## src/rtl/slta_pkg.sv

```systemverilog
// slta_pkg: constants shared by the lane alignment and encoder block.
// assumes: APB word addressing, register index times four is the byte address.
package slta_pkg;
  // ----------------------------------------
  // register indices (byte address = index * 4)
  // ----------------------------------------
  localparam logic [11:0] IDX_OUT_FORMAT = 12'h561;
  localparam logic [11:0] IDX_LANE_RATE = 12'h56E;
  localparam logic [11:0] IDX_PLL_STATUS = 12'h56F;
  localparam logic [11:0] IDX_LINK_CTRL = 12'h571;
  localparam logic [11:0] IDX_ENC_CTRL = 12'h572;
  localparam logic [11:0] IDX_LINK_PARAMS = 12'h580;
  localparam logic [11:0] IDX_DEEMPH_EN = 12'h5C4;
  localparam logic [11:0] IDX_DEEMPH_LVL = 12'h5C6;
  localparam int ADDR_W = 14;
  // ----------------------------------------
  // field positions
  // ----------------------------------------
  localparam int POS_PLL_LOCK = 7;
  localparam int POS_POWER_DOWN = 0;
  localparam int POS_INSERT_EN = 4;
  localparam int POS_ENC_INVERT = 1;
  localparam int POS_ENC_BYPASS = 2;
  localparam int POS_SCR_EN = 15;
  localparam int POS_DCONV_REAL = 14;
  localparam int POS_LANE_RATE = 4;
  // ----------------------------------------
  // reset values
  // ----------------------------------------
  localparam logic [1:0] RST_OUT_FORMAT = 2'h0;
  localparam logic [3:0] RST_LANE_RATE = 4'h0;
  localparam logic RST_POWER_DOWN = 1'b0;
  localparam logic RST_INSERT_EN = 1'b1;
  localparam logic [1:0] RST_ENC_TEST = 2'h0;
  localparam logic RST_SCR_EN = 1'b1;
  localparam logic [3:0] RST_F_M1 = 4'h1;
  localparam logic [4:0] RST_K_M1 = 5'h1F;
  localparam logic [1:0] RST_DCONV_M1 = 2'h3;
  localparam logic RST_DCONV_REAL = 1'b0;
  localparam logic RST_DEEMPH_EN = 1'b0;
  localparam logic [3:0] RST_DEEMPH_LVL = 4'h0;
  localparam logic [14:0] RST_SCR_STATE = 15'h0000;
  // ----------------------------------------
  // output sample formats
  // ----------------------------------------
  localparam logic [1:0] FMT_TWOS = 2'h0;
  localparam logic [1:0] FMT_OFFSET = 2'h1;
  // ----------------------------------------
  // control characters (unencoded, control flag set)
  // ----------------------------------------
  localparam logic [7:0] K_MF_START = 8'h1C;
  localparam logic [7:0] K_LANE_ALIGN = 8'h7C;
  localparam logic [7:0] K_CFG_START = 8'h9C;
  localparam logic [7:0] K_GROUP_SYNC = 8'hBC;
  localparam logic [7:0] K_FRAME_ALIGN = 8'hFC;
  localparam logic [7:0] MATCH_FRAME = 8'hFC;
  localparam logic [7:0] MATCH_MFRAME = 8'hFD;
  localparam logic [9:0] SYM_GS_RDNEG = 10'h0FA;
  localparam logic [9:0] SYM_GS_RDPOS = 10'h305;
  localparam logic [1:0] ILAS_LAST_MF = 2'h3;
  localparam logic [7:0] ILAS_CFG_POS = 8'h01;
  localparam int NUM_DCONV = 4;
  localparam int NUM_VC = 8;
  localparam int SAMPLE_W = 16;

  typedef enum logic [1:0] {ST_CGS, ST_ILAS, ST_DATA} slta_state_e;
endpackage

```

## src/rtl/slta_encoder.sv

```systemverilog
// slta_encoder: user-data stage of a transmit data link layer, one lane.
// assumes: pclk is the frame octet clock, inputs are synchronous to it,
// the receiver drives link_sync_request_n low to request synchronisation.
`timescale 1ns/1ps
`default_nettype none

// What this block does
// - after alignment sequence, frames carry user data
// - scrambling on after reset, software can disable
// - scrambled frame end 0xFC becomes frame alignment
// - scrambled multiframe end 0xFD becomes lane alignment
// - unscrambled repeated frame end octet gets replaced
// - alignment insertion on after reset, software controlled
// - 8b10b coding with running disparity tracking
// - multiframe start, lane alignment, group sync codes
// - config start and frame alignment codes
// - group sync symbol depends on running disparity
// - two-bit encoder bypass and invert test field
// - lanes powered up after reset
// - two's complement after reset, format selectable
// - de-emphasis off until software enables it
// - pll lock readable in status bit seven
// - complex mode: I to first, Q to second virtual converter
// - up to four downconverters, eight virtual converters
// - alignment sequence starts on next multiframe boundary
// - self-sync scrambler, alignment sequence unscrambled
module slta_encoder
  import slta_pkg::*;
(
  input wire logic pclk,
  input wire logic presetn,
  input wire logic psel,
  input wire logic penable,
  input wire logic pwrite,
  input wire logic [ADDR_W-1:0] paddr,
  input wire logic [31:0] pwdata,
  output logic [31:0] prdata,
  output logic pready,
  output logic pslverr,
  input wire logic link_sync_request_n,
  input wire logic serdes_pll_locked,
  input wire logic [NUM_DCONV*SAMPLE_W-1:0] dconv_i_data,
  input wire logic [NUM_DCONV*SAMPLE_W-1:0] dconv_q_data,
  output logic [9:0] lane_symbol,
  output logic lane_power_up,
  output logic [3:0] lane_rate_ctrl,
  output logic deemph_enable,
  output logic [3:0] deemph_level,
  output logic local_multiframe_clock
);
  // ----------------------------------------
  // coding functions
  // ----------------------------------------
  function automatic logic [10:0] enc_8b10b(input logic k, input logic [7:0] d, input logic rd);
    logic [5:0] s6;
    logic [3:0] s4;
    logic rd1;
    logic a7;
    logic [4:0] x;
    logic [2:0] y;
    x = d[4:0];
    y = d[7:5];
    unique case (x)
      5'd0: s6 = 6'b100111;
      5'd1: s6 = 6'b011101;
      5'd2: s6 = 6'b101101;
      5'd3: s6 = 6'b110001;
      5'd4: s6 = 6'b110101;
      5'd5: s6 = 6'b101001;
      5'd6: s6 = 6'b011001;
      5'd7: s6 = 6'b111000;
      5'd8: s6 = 6'b111001;
      5'd9: s6 = 6'b100101;
      5'd10: s6 = 6'b010101;
      5'd11: s6 = 6'b110100;
      5'd12: s6 = 6'b001101;
      5'd13: s6 = 6'b101100;
      5'd14: s6 = 6'b011100;
      5'd15: s6 = 6'b010111;
      5'd16: s6 = 6'b011011;
      5'd17: s6 = 6'b100011;
      5'd18: s6 = 6'b010011;
      5'd19: s6 = 6'b110010;
      5'd20: s6 = 6'b001011;
      5'd21: s6 = 6'b101010;
      5'd22: s6 = 6'b011010;
      5'd23: s6 = 6'b111010;
      5'd24: s6 = 6'b110011;
      5'd25: s6 = 6'b100110;
      5'd26: s6 = 6'b010110;
      5'd27: s6 = 6'b110110;
      5'd28: s6 = 6'b001110;
      5'd29: s6 = 6'b101110;
      5'd30: s6 = 6'b011110;
      5'd31: s6 = 6'b101011;
    endcase
    // only K28.y control characters exist on this link
    if (k)
      s6 = 6'b001111;
    if ($countones(s6) != 3)
    begin
      if (rd)
        s6 = ~s6;
      rd1 = ~rd;
    end
    else
    begin
      if (x == 5'd7 && rd)
        s6 = 6'b000111;
      rd1 = rd;
    end
    a7 = (y == 3'd7) && (k || (!rd1 && (x == 5'd17 || x == 5'd18 || x == 5'd20))
         || (rd1 && (x == 5'd11 || x == 5'd13 || x == 5'd14)));
    unique case (y)
      3'd0: s4 = 4'b1011;
      3'd1: s4 = 4'b1001;
      3'd2: s4 = 4'b0101;
      3'd3: s4 = 4'b1100;
      3'd4: s4 = 4'b1101;
      3'd5: s4 = 4'b1010;
      3'd6: s4 = 4'b0110;
      3'd7: s4 = a7 ? 4'b0111 : 4'b1110;
    endcase
    if ($countones(s4) != 2 || y == 3'd3)
    begin
      if (rd1)
        s4 = ~s4;
    end
    else if (k && !rd1)
      s4 = ~s4;
    return {(($countones(s4) != 2) ? ~rd1 : rd1), s6, s4};
  endfunction

  // self-synchronising 1 + x^14 + x^15, msb first
  function automatic logic [22:0] scramble(input logic [14:0] st, input logic [7:0] d);
    logic [14:0] s;
    logic [7:0] o;
    s = st;
    o = 8'h00;
    for (int i = 7; i >= 0; i--)
    begin
      o[i] = d[i] ^ s[14] ^ s[13];
      s = {s[13:0], o[i]};
    end
    return {s, o};
  endfunction

  // ----------------------------------------
  // register file
  // ----------------------------------------
  logic [1:0] fmt_sel;
  logic power_down;
  logic insert_en;
  logic [1:0] enc_test;
  logic scr_en;
  logic [3:0] f_m1;
  logic [4:0] k_m1;
  logic [1:0] dconv_m1;
  logic dconv_real;
  logic pll_lock_q;
  slta_state_e state;
  slta_state_e next_state;

  wire logic [11:0] reg_idx = paddr[ADDR_W-1:2];
  wire logic access = psel && penable;
  wire logic wr_take = access && pready && pwrite;
  wire logic rd_hit = (reg_idx == IDX_OUT_FORMAT) || (reg_idx == IDX_LANE_RATE) ||
                      (reg_idx == IDX_PLL_STATUS) || (reg_idx == IDX_LINK_CTRL) ||
                      (reg_idx == IDX_ENC_CTRL) || (reg_idx == IDX_LINK_PARAMS) ||
                      (reg_idx == IDX_DEEMPH_EN) || (reg_idx == IDX_DEEMPH_LVL);
  logic [31:0] rd_word;
  always_comb
  begin
    rd_word = 32'h0000_0000;
    unique case (1'b1)
      reg_idx == IDX_OUT_FORMAT: rd_word[1:0] = fmt_sel;
      reg_idx == IDX_LANE_RATE: rd_word[POS_LANE_RATE+:4] = lane_rate_ctrl;
      reg_idx == IDX_PLL_STATUS: rd_word[7:0] = {pll_lock_q, 5'h00, state};
      reg_idx == IDX_LINK_CTRL: rd_word[7:0] = {3'h0, insert_en, 3'h0, power_down};
      reg_idx == IDX_ENC_CTRL: rd_word[2:1] = enc_test;
      reg_idx == IDX_LINK_PARAMS: rd_word[15:0] = {scr_en, dconv_real, dconv_m1, f_m1, 3'h0, k_m1};
      reg_idx == IDX_DEEMPH_EN: rd_word[0] = deemph_enable;
      reg_idx == IDX_DEEMPH_LVL: rd_word[3:0] = deemph_level;
      default: rd_word = 32'h0000_0000;
    endcase
  end

  // one wait state: pready rises one cycle into the access phase
  always_ff @(posedge pclk or negedge presetn)
  begin
    if (!presetn)
    begin
      pready <= 1'b0;
      prdata <= 32'h0000_0000;
      pslverr <= 1'b0;
    end
    else
    begin
      pready <= access && !pready;
      if (access && !pready)
      begin
        prdata <= pwrite ? 32'h0000_0000 : rd_word;
        pslverr <= !rd_hit;
      end
    end
  end

  always_ff @(posedge pclk or negedge presetn)
  begin
    if (!presetn)
    begin
      fmt_sel <= RST_OUT_FORMAT;
      lane_rate_ctrl <= RST_LANE_RATE;
      power_down <= RST_POWER_DOWN;
      insert_en <= RST_INSERT_EN;
      enc_test <= RST_ENC_TEST;
      scr_en <= RST_SCR_EN;
      f_m1 <= RST_F_M1;
      k_m1 <= RST_K_M1;
      dconv_m1 <= RST_DCONV_M1;
      dconv_real <= RST_DCONV_REAL;
      deemph_enable <= RST_DEEMPH_EN;
      deemph_level <= RST_DEEMPH_LVL;
    end
    else if (wr_take)
    begin
      unique case (1'b1)
        reg_idx == IDX_OUT_FORMAT: fmt_sel <= pwdata[1:0];
        reg_idx == IDX_LANE_RATE: lane_rate_ctrl <= pwdata[POS_LANE_RATE+:4];
        reg_idx == IDX_LINK_CTRL:
        begin
          power_down <= pwdata[POS_POWER_DOWN];
          insert_en <= pwdata[POS_INSERT_EN];
        end
        reg_idx == IDX_ENC_CTRL: enc_test <= pwdata[2:1];
        reg_idx == IDX_LINK_PARAMS:
        begin
          scr_en <= pwdata[POS_SCR_EN];
          dconv_real <= pwdata[POS_DCONV_REAL];
          dconv_m1 <= pwdata[13:12];
          f_m1 <= pwdata[11:8];
          k_m1 <= pwdata[4:0];
        end
        reg_idx == IDX_DEEMPH_EN: deemph_enable <= pwdata[0];
        reg_idx == IDX_DEEMPH_LVL: deemph_level <= pwdata[3:0];
        default: ;
      endcase
    end
  end

  // ----------------------------------------
  // frame and multiframe position
  // ----------------------------------------
  logic [3:0] oct_cnt;
  logic [4:0] frm_cnt;
  logic [7:0] ramp;
  logic [1:0] ilas_mf;
  wire logic frame_end = (oct_cnt == f_m1);
  wire logic mf_end = frame_end && (frm_cnt == k_m1);

  always_ff @(posedge pclk or negedge presetn)
  begin
    if (!presetn)
    begin
      oct_cnt <= 4'h0;
      frm_cnt <= 5'h00;
      ramp <= 8'h00;
      local_multiframe_clock <= 1'b0;
      pll_lock_q <= 1'b0;
      lane_power_up <= 1'b1;
    end
    else
    begin
      oct_cnt <= frame_end ? 4'h0 : oct_cnt + 4'h1;
      if (frame_end)
        frm_cnt <= mf_end ? 5'h00 : frm_cnt + 5'h01;
      ramp <= mf_end ? 8'h00 : ramp + 8'h01;
      local_multiframe_clock <= mf_end;
      pll_lock_q <= serdes_pll_locked;
      lane_power_up <= !power_down;
    end
  end

  // ----------------------------------------
  // virtual converter mapping
  // ----------------------------------------
  logic [SAMPLE_W-1:0] vc_live [NUM_VC];
  logic [SAMPLE_W-1:0] vc_word [NUM_VC];
  wire logic [2:0] dconv_used = {1'b0, dconv_m1} + 3'h1;
  for (genvar v = 0; v < NUM_VC; v++)
  begin : g_vc
    localparam logic [2:0] VC = 3'(v);
    wire logic [1:0] src = dconv_real ? VC[1:0] : VC[2:1];
    wire logic in_use = dconv_real ? (v < NUM_DCONV && VC < dconv_used) : ({1'b0, VC[2:1]} < dconv_used);
    wire logic [SAMPLE_W-1:0] raw = (dconv_real || !VC[0]) ? dconv_i_data[src*SAMPLE_W+:SAMPLE_W]
                                                           : dconv_q_data[src*SAMPLE_W+:SAMPLE_W];
    wire logic [SAMPLE_W-1:0] fmt = (fmt_sel == FMT_OFFSET) ? {~raw[SAMPLE_W-1], raw[SAMPLE_W-2:0]} : raw;
    assign vc_live[v] = in_use ? fmt : '0;
  end

  // samples for the next frame are caught on the last octet
  always_ff @(posedge pclk or negedge presetn)
  begin
    if (!presetn)
    begin
      for (int v = 0; v < NUM_VC; v++)
        vc_word[v] <= '0;
    end
    else if (frame_end)
    begin
      for (int v = 0; v < NUM_VC; v++)
        vc_word[v] <= vc_live[v];
    end
  end

  wire logic [SAMPLE_W-1:0] cur_word = vc_word[oct_cnt[3:1]];
  wire logic [7:0] user_oct = oct_cnt[0] ? cur_word[7:0] : cur_word[15:8];

  // ----------------------------------------
  // link sequence
  // ----------------------------------------
  always_comb
  begin
    next_state = state;
    unique case (state)
      ST_CGS: if (link_sync_request_n && mf_end) next_state = ST_ILAS;
      ST_ILAS:
        if (!link_sync_request_n)
          next_state = ST_CGS;
        else if (mf_end && ilas_mf == ILAS_LAST_MF)
          next_state = ST_DATA;
      ST_DATA: if (!link_sync_request_n) next_state = ST_CGS;
    endcase
  end

  // ----------------------------------------
  // character selection and substitution
  // ----------------------------------------
  logic [14:0] scr_state;
  logic [7:0] prev_last;
  logic rd_pos;
  logic tx_k;
  logic [7:0] tx_oct;
  wire logic [22:0] scr_res = scramble(scr_state, user_oct);
  wire logic [7:0] data_oct = scr_en ? scr_res[7:0] : user_oct;
  wire logic sub_a = insert_en && mf_end && (scr_en ? (data_oct == MATCH_MFRAME) : (data_oct == prev_last));
  wire logic sub_f = insert_en && frame_end && !sub_a &&
                     (scr_en ? (data_oct == MATCH_FRAME) : (data_oct == prev_last) && !mf_end);
  logic next_k;
  logic [7:0] next_oct;
  always_comb
  begin
    next_k = 1'b1;
    next_oct = K_GROUP_SYNC;
    unique case (state)
      ST_CGS: next_oct = K_GROUP_SYNC;
      ST_ILAS:
        if (ramp == 8'h00)
          next_oct = K_MF_START;
        else if (mf_end)
          next_oct = K_LANE_ALIGN;
        else if (ilas_mf == 2'h1 && ramp == ILAS_CFG_POS)
          next_oct = K_CFG_START;
        else
        begin
          next_k = 1'b0;
          next_oct = ramp;
        end
      ST_DATA:
        if (sub_a)
          next_oct = K_LANE_ALIGN;
        else if (sub_f)
          next_oct = K_FRAME_ALIGN;
        else
        begin
          next_k = 1'b0;
          next_oct = data_oct;
        end
    endcase
  end

  wire logic [10:0] enc = enc_8b10b(next_k, next_oct, rd_pos);
  wire logic [9:0] pre_sym = enc_test[1] ? {1'b0, next_k, next_oct} : enc[9:0];

  always_ff @(posedge pclk or negedge presetn)
  begin
    if (!presetn)
    begin
      state <= ST_CGS;
      ilas_mf <= 2'h0;
      scr_state <= RST_SCR_STATE;
      prev_last <= 8'h00;
      rd_pos <= 1'b0;
      tx_k <= 1'b0;
      tx_oct <= 8'h00;
      lane_symbol <= 10'h000;
    end
    else
    begin
      state <= next_state;
      ilas_mf <= (state != ST_ILAS) ? 2'h0 : (mf_end ? ilas_mf + 2'h1 : ilas_mf);
      if (state == ST_DATA)
        scr_state <= scr_res[22:8];
      if (state == ST_DATA && frame_end)
        prev_last <= data_oct;
      rd_pos <= enc[10];
      tx_k <= next_k;
      tx_oct <= next_oct;
      lane_symbol <= enc_test[0] ? ~pre_sym : pre_sym;
    end
  end

  // ----------------------------------------
  // checks
  // ----------------------------------------
  chk_ilas_on_boundary: assert property (@(posedge pclk) disable iff (!presetn)
    (state == ST_CGS && next_state == ST_ILAS) |-> mf_end ##2 (tx_oct == K_MF_START && tx_k))
    else $error("alignment sequence did not start at multiframe boundary");
  chk_scram_frame_sub: assert property (@(posedge pclk) disable iff (!presetn)
    (state == ST_DATA && scr_en && insert_en && frame_end && !mf_end && data_oct == MATCH_FRAME)
    |=> (tx_k && tx_oct == K_FRAME_ALIGN))
    else $error("scrambled 0xFC at frame end not replaced");
  chk_scram_mf_sub: assert property (@(posedge pclk) disable iff (!presetn)
    (state == ST_DATA && scr_en && insert_en && mf_end && data_oct == MATCH_MFRAME)
    |=> (tx_k && tx_oct == K_LANE_ALIGN))
    else $error("scrambled 0xFD at multiframe end not replaced");
  chk_plain_repeat: assert property (@(posedge pclk) disable iff (!presetn)
    (state == ST_DATA && !scr_en && insert_en && frame_end && data_oct == prev_last)
    |=> (tx_k && tx_oct == ($past(mf_end) ? K_LANE_ALIGN : K_FRAME_ALIGN)))
    else $error("repeated frame end octet not replaced");
  chk_user_passes: assert property (@(posedge pclk) disable iff (!presetn)
    (state == ST_DATA && !frame_end) |=> (!tx_k && tx_oct == $past(data_oct)))
    else $error("mid frame user octet altered");
  chk_disp_balance: assert property (@(posedge pclk) disable iff (!presetn)
    ($past(enc_test) == 2'h0 && $past(presetn)) |->
    ($countones(lane_symbol) == 5 || ($countones(lane_symbol) == 6 && !$past(rd_pos))
     || ($countones(lane_symbol) == 4 && $past(rd_pos))))
    else $error("symbol breaks running disparity");
  chk_gsync_code: assert property (@(posedge pclk) disable iff (!presetn)
    (next_k && next_oct == K_GROUP_SYNC && enc_test == 2'h0)
    |=> (lane_symbol == ($past(rd_pos) ? SYM_GS_RDPOS : SYM_GS_RDNEG)))
    else $error("group sync symbol wrong for disparity");
  chk_pll_readback: assert property (@(posedge pclk) disable iff (!presetn)
    (access && !pready && !pwrite && reg_idx == IDX_PLL_STATUS)
    |=> (pready && prdata[POS_PLL_LOCK] == $past(pll_lock_q)))
    else $error("pll lock status not returned");
  chk_iq_pairing: assert property (@(posedge pclk) disable iff (!presetn)
    (frame_end && !dconv_real) |=> (vc_word[0] == $past(vc_live[0]) && vc_word[1] == $past(vc_live[1])
     && ($past(fmt_sel) != FMT_TWOS || vc_word[1] == $past(dconv_q_data[SAMPLE_W-1:0]))))
    else $error("quadrature stream not on second converter");
endmodule // slta_encoder

`default_nettype wire

```

## config.mk

```make
export PLATFORM = sky130hd
export DESIGN_NAME = slta_encoder
export DESIGN_NICKNAME = d
export VERILOG_FILES = /design/src/rtl/slta_pkg.sv /design/src/rtl/slta_encoder.sv
export SDC_FILE = /design/constraint.sdc
export NUM_CORES = 1
export LEC_CHECK = 0
export ABC_CLOCK_PERIOD_IN_PS = 14300
export BUFFER_PORTS_ARGS = -buffer_cell sky130_fd_sc_hd__buf_2
export CAP_MARGIN = 20
export CORE_ASPECT_RATIO = 1.25
export CORE_MARGIN = 2
export CORE_UTILIZATION = 55
export DETAILED_ROUTE_END_ITERATION = 8
export PLACE_DENSITY = 0.76
export SLEW_MARGIN = 20
export SYNTH_ARGS = -nofsm -noshare
export SYNTH_HDL_FRONTEND = slang
export SYNTH_SLANG_ARGS = --single-unit
```

## constraint.sdc

```tcl
create_clock -name pclk -period 14.3 [get_ports pclk]
set_input_delay 2.86 -clock pclk [delete_from_list [all_inputs] [get_ports pclk]]
set_output_delay 2.86 -clock pclk [all_outputs]
set_load 0.02 [all_outputs]
```

After elaboration in Yosys (flattened, before gate mapping)
Memory sizes are Yosys's and may differ from the RTL's. Cells that the tools add are included.

Reductions and logical operators: 52. Multiplexer cells: 80. Eq/ne operators: 40. Bitwise logic cells: 30. Order comparisons: 5. Shifts and indexed selects: 9. Add/subtract/negate cells: 16.

Operators by type and width (number): variable part select 64 x 7 -> 16 bit (7); 2-to-1 mux 16 bit (23); variable part select 64 x 6 -> 16 bit (2); == test 12 x 11 -> 1 bit, second input constant (8); 2-to-1 mux 8 bit (9); binary-select mux 16 bit (select 3 bit) (1); case mux 4 bit (8 select lines) (1); 2-to-1 mux 6 bit (4); case mux 8 bit (3 select lines) (1); logical AND 1 bit (20); 2-to-1 mux 10 bit (2); 2-to-1 mux 2 bit (10); 2-to-1 mux 4 bit (5); == test 8 bit, second input constant (2); 2-to-1 mux 1 bit (16); case mux 4 bit (4 select lines) (1); XOR 1 bit (16); == test 5 x 4 -> 1 bit, second input constant (3); == test 5 bit, second input constant (3); adder 1 x 1 -> 2 bit (7); logical OR 1 bit (14); AND reduction 2 bit (7); == test 3 bit, second input constant (4); NOT 1 bit (10); other kinds (40) (56).

Bits in read-only memories: 192. Flip-flop bits (word level): 248. Memories: 1. Logic and storage cells: 268. Output and inout bits: 55. Bits of input ports: 181.

Memory list: (no name shown) (depth 32, bits a word 6, read ports 1, clocked after Yosys merged registers in 0, wr ports 0, line slta_encoder.sv:63) `unique case (x)`.

Logic depth before layout (Yosys ltp)
An unclocked memory read counts as a cell.

Word-level depth: 40. Mapped depth: 49. Depth with buffers taken out: 44.

Least setup slack after synthesis
OpenSTA, ideal clock, no wires.

Path kind: flip-flop to flip-flop. Start: register oct_cnt[2]. End: register rd_pos. Slack: 4.237 ns. Buffers on the path: 4. Period minus slack after synthesis: 10.063 ns. Cell stages (with the launch flop): 45. Arrival: 9.938 ns. Cells stage by stage: dfrtp_1 buf_6 buf_12 mux4_2 mux4_2 xnor2_2 xor2_1 a211oi_1 and2_1 buf_6 o211ai_1 nand3_1 inv_1 ha_1 clkbuf_1 a2bb2oi_1 o21ai_0 o211ai_1 [... 9 more ...] o22a_1 a31oi_1 mux2i_1 fa_1 inv_1 ha_1 ha_1 nor3b_1 nand2_1 a21oi_1 a211oi_4 xor2_1 fa_1 inv_1 ha_1 ha_1 nand2_1 xnor2_1.

Longest elaborated chain between the ends: 40. Elaborated cells on any way between the ends: 98.

RTL lines: start: declaration (line slta_encoder.sv:254) `logic [3:0] oct_cnt;`; start signal: assignment (line slta_encoder.sv:274) `oct_cnt <= frame_end ? 4'h0 : oct_cnt + 4'h1;`; NOT 3 -> 4 bit (not written as such) (line slta_encoder.sv:316) `wire logic [SAMPLE_W-1:0] cur_word = vc_word[oct_cnt[3:1]];`; binary-select mux 16 bit (select 3 bit) (line slta_encoder.sv:316); 2-to-1 mux 16 bit (not written as such) (2 in series) (line slta_encoder.sv:316); 2-to-1 mux 8 bit (line slta_encoder.sv:317) `wire logic [7:0] user_oct = oct_cnt[0] ? cur_word[7:0] : cur_word[15:8];`; XOR 1 bit (2 in series) (line slta_encoder.sv:142) `o[i] = d[i] ^ s[14] ^ s[13];`; 2-to-1 mux 8 bit (line slta_encoder.sv:345) `wire logic [7:0] data_oct = scr_en ? scr_res[7:0] : user_oct;`; == test 8 bit (on tied branches) (line slta_encoder.sv:346, slta_encoder.sv:348); 2-to-1 mux 1 bit (line slta_encoder.sv:346) `wire logic sub_a = insert_en && mf_end && (scr_en ? (data_oct == MATCH_MFRAME) : (data_oct == prev_last));`; [... 23 more ...]; inequality test 3 x 2 -> 1 bit (line slta_encoder.sv:124) `if ($countones(s4) != 2 || y == 3'd3)`; logical OR 1 bit (line slta_encoder.sv:124); 2-to-1 mux 4 bit (line slta_encoder.sv:124); adder 1 x 1 -> 2 bit (not written as such) (line slta_encoder.sv:131) `return {(($countones(s4) != 2) ? ~rd1 : rd1), s6, s4};`; adder 2 x 2 -> 3 bit (not written as such) (line slta_encoder.sv:131); inequality test 3 x 2 -> 1 bit (line slta_encoder.sv:131); 2-to-1 mux 1 bit (*) (line slta_encoder.sv:131); net enc[10] (line slta_encoder.sv:382) `wire logic [10:0] enc = enc_8b10b(next_k, next_oct, rd_pos);`; end signal: assignment (line slta_encoder.sv:406) `rd_pos <= enc[10];`; end: declaration (line slta_encoder.sv:341) `logic rd_pos;`.

Mark *: on every way through the listed nets, which the timed path passes. The rest lies on a longest branch. The select of a mux whose other input is x is not followed. A chain may end at the register's enable or synchronous reset.

Worst setup path after layout
Same ends and word-level chain as after synthesis.

==> flow_metrics.tcl <==
set metrics [dict create \
    run_status "finished clean" \
    diodes 0 \
    min_period_ns 11.83 \
    fin_skew_ns 0.00941 \
    cp_max_fo 35 \
    die_y_um 176 \
    netlist_area_sq_um 13100 \
    start_util 0.555 \
    dp_hpwl_um 23800 \
    die_area_sq_um 25100 \
    peakVddDrop_v 0.000288 \
    max-cap-violations 0 \
    swShare 0.379 \
    fmax_ghz 0.0846 \
    fin_tns_setup_ns 0 \
    power_density_nw_per_um2 193 \
    p_sw_mw 1.10 \
    grt_pass1_wl_um 54400 \
    nets 1668 \
    final_common_cell "nand2_1" \
    max_stage_delay_ns 0.84 \
    hold_viol_final 0 \
    gp_congestion 0.885 \
    clock-sinks 232 \
    path_class "flip-flop to flip-flop" \
    slew_headroom 0.318 \
    syn_inst 1296 \
    grt-ovfl-total 0 \
    ant_nets 0 \
    start_kind "flip-flop" \
    clockRootBuffer "clkbuf_16" \
    yosys_warnings 0 \
    fill_cells 1944 \
    ctsResizeCount 0 \
    dr_total_vias 10521 \
    p_seq_frac 0.270 \
    remaining_drc_errors 0 \
    p_total_mw 2.89 \
    rsz0062_at_grt "no" \
    grt_max_degree 102 \
    ys_types 81 \
    drt-vias-per-instance 5.94 \
    synthArstFlopShare 1.00 \
    worstSetupEndpointType "flip-flop" \
    most-common-layout-cells "nand2_1, dfrtp_1, buf_2" \
    antenna_found_initial 0 \
    cts_tree "built" \
    holdBufCountCts 0 \
    avgSynthCellArea_sq_um 10.1 \
    hp-class "flip-flop to flip-flop" \
    numCtsBuffers 25 \
    clock_latency_ns 0.53 \
    htree_levels 1 \
    cts_buffer_depth 3 \
    row_count 63 \
    p_leak_nw 7.09 \
    routedWlPerCell_um 18.8 \
    yosysSeqAreaShare 0.445 \
    synth-seq-cells 232 \
    clkPwrFrac 0.228 \
    die_w_um 142 \
    drt-pass1-iter-count 5 \
    stdcell_area_sq_um 15000 \
    synth_edf_count 0 \
    tightestPinTransition_ns 1.01 \
    maxSlewViolCount 0 \
    coreArea_sq_um 23600 \
    post-route-period-util 0.827 \
    cp.arrival_ns 12.22 \
    ios 236 \
    cp_slowest_cell "dfrtp_4" \
    drt_iter0_drc 780 \
    grt_usage 0.272 \
    areaGrowthSynthToFinish_pct 14.9 \
    cp.required_ns 14.70 \
    p_int_mw 1.80 \
    cts_setup_buffers 0 \
    final-setup-viol-count 0 \
    drt_wl_total_um 33200 \
    portBuffers 201 \
    p_comb_frac 0.502 \
    critical_path.most_common_cell "ha_1" \
    hold_slack_ns 0.438 \
    placed_area_sq_um 14200 \
    path_clk_slew_ns 0.06 \
    dominantRegCellSynth "dfrtp_1" \
    first_global_vias 10717 \
    final_layout_size_suffix_gt1_frac 0.259 \
]
[routing by layer]
metal / vias up / part of all wire / global-route usage
met3: 76 / 0.056 / 0.0339
met1: 5135 / 0.40 / 0.340
met4: 0 / 0.035 / 0.101
met5: - / 0 / 0
met2: 422 / 0.51 / 0.483
li1: 4888 / - / -
[critical path, delay by kind of cell, from the launching register on]
kind                     cells  cell delay (ns)
buffers and inverters        5             0.40
AND/OR/NAND/NOR              9             2.15
adder cells (fa/ha/maj)     10             3.37
XOR/XNOR                     3             0.75
multiplexers                 4             1.49
AO/OA/AOI/OAI               10             2.65
flip-flops                   1             0.84
[final timing paths]
path / from / end / slack, ns / cells past startpoint
worst min-delay path: power_down / lane_power_up / 0.44 / 1
worst max-delay path: oct_cnt[2] / rd_pos / 2.47 / 41
worst min register to register: power_down / lane_power_up / 0.44 / 1
max in group asynchronous: presetn / vc_word[120] / 9.73 / 3
min in group asynchronous: presetn / prdata[6] / 2.33 / 1
worst max register to register: oct_cnt[2] / rd_pos / 2.47 / 41
[Yosys cell counts, drive strengths merged (4+ instances only)]
cell type / number / area share
nand2: 266 / 0.076
dfrtp: 221 / 0.42
nand3: 94 / 0.036
nor2: 85 / 0.024
clkbuf: 62 / 0.018
mux2: 61 / 0.052
o21ai: 48 / 0.019
mux2i: 41 / 0.032
xnor2: 41 / 0.031
mux4: 36 / 0.064
xor2: 36 / 0.025
buf: 34 / 0.019
inv: 22 / 0.0063
o31ai: 22 / 0.013
a221oi: 21 / 0.014
ha: 20 / 0.019
a21oi: 16 / 0.0061
nor3: 15 / 0.0065
dfstp: 11 / 0.022
a22o: 9 / 0.0060
and2: 8 / 0.0038
nor2b: 8 / 0.0038
o211ai: 8 / 0.0054
nand4: 7 / 0.0033
o21a: 7 / 0.0040
or3: 7 / 0.0033
nor3b: 6 / 0.0034
a211oi: 5 / 0.0038
a21o: 5 / 0.0029
a22oi: 5 / 0.0029
and3: 5 / 0.0024
fa: 5 / 0.0076
nor4: 5 / 0.0024
a31oi: 4 / 0.0019
nand2b: 4 / 0.0019
[stage by stage]
| stage | utilization | std cells | worst slack [ns] |
|---|---|---|---|
| finish | 0.638 | 1770 | 2.47 |
| global placement | 0.602 | 1727 | 2.47 |
| detailed placement | 0.602 | 1727 | 2.27 |
| CTS | 0.638 | 1770 | 2.20 |
| floorplan | - | 1311 | 4.24 |
| global route | 0.638 | 1770 | 1.45 |
[flip-flops by register name, summed over array words and instances, names as in the netlist, 5 cells and up]
register     flops
scr_state       15
k_m1             5
lane_symbol     10
prev_last        8
ramp             8
vc_word        128
prdata          16
frm_cnt          5
[logic make-up (layout without fill, tap and decap cells)]
group / count (synthesis) / after routing / share of synthesized area
AND/OR/NAND/NOR: 524 / 524 / 0.177
flip-flops: 232 / 232 / 0.445
AO/OA/AOI/OAI: 181 / 181 / 0.103
multiplexers: 138 / 138 / 0.149
buffers and inverters: 118 / 285 / 0.0436
XOR/XNOR: 77 / 77 / 0.0561
adder cells (fa/ha/maj): 25 / 25 / 0.0268
other: 1 / 16 / 0.000287
[power groups by stage]
stage	Clock (mW)	Combinational [mW]	Sequential, mW
finish	0.659	1.45	0.782
global placement	0	1.42	0.790
floorplan	0	1.14	0.803
detailed placement	0	1.44	0.793
global route	0.702	1.67	0.789
CTS	0.670	1.46	0.782
[final cells by class]
type,count,area [sq um],area share
well taps,292,365,0.0243
clock inverters,9,129,0.00857
multi-input cells,961,6760,0.450
repair buffers,220,1160,0.0771
clock buffers,34,709,0.0472
flip-flops and latches,232,5820,0.387
inverters,22,82.6,0.00549
No activity file was read; power rests on OpenSTA's default activity.
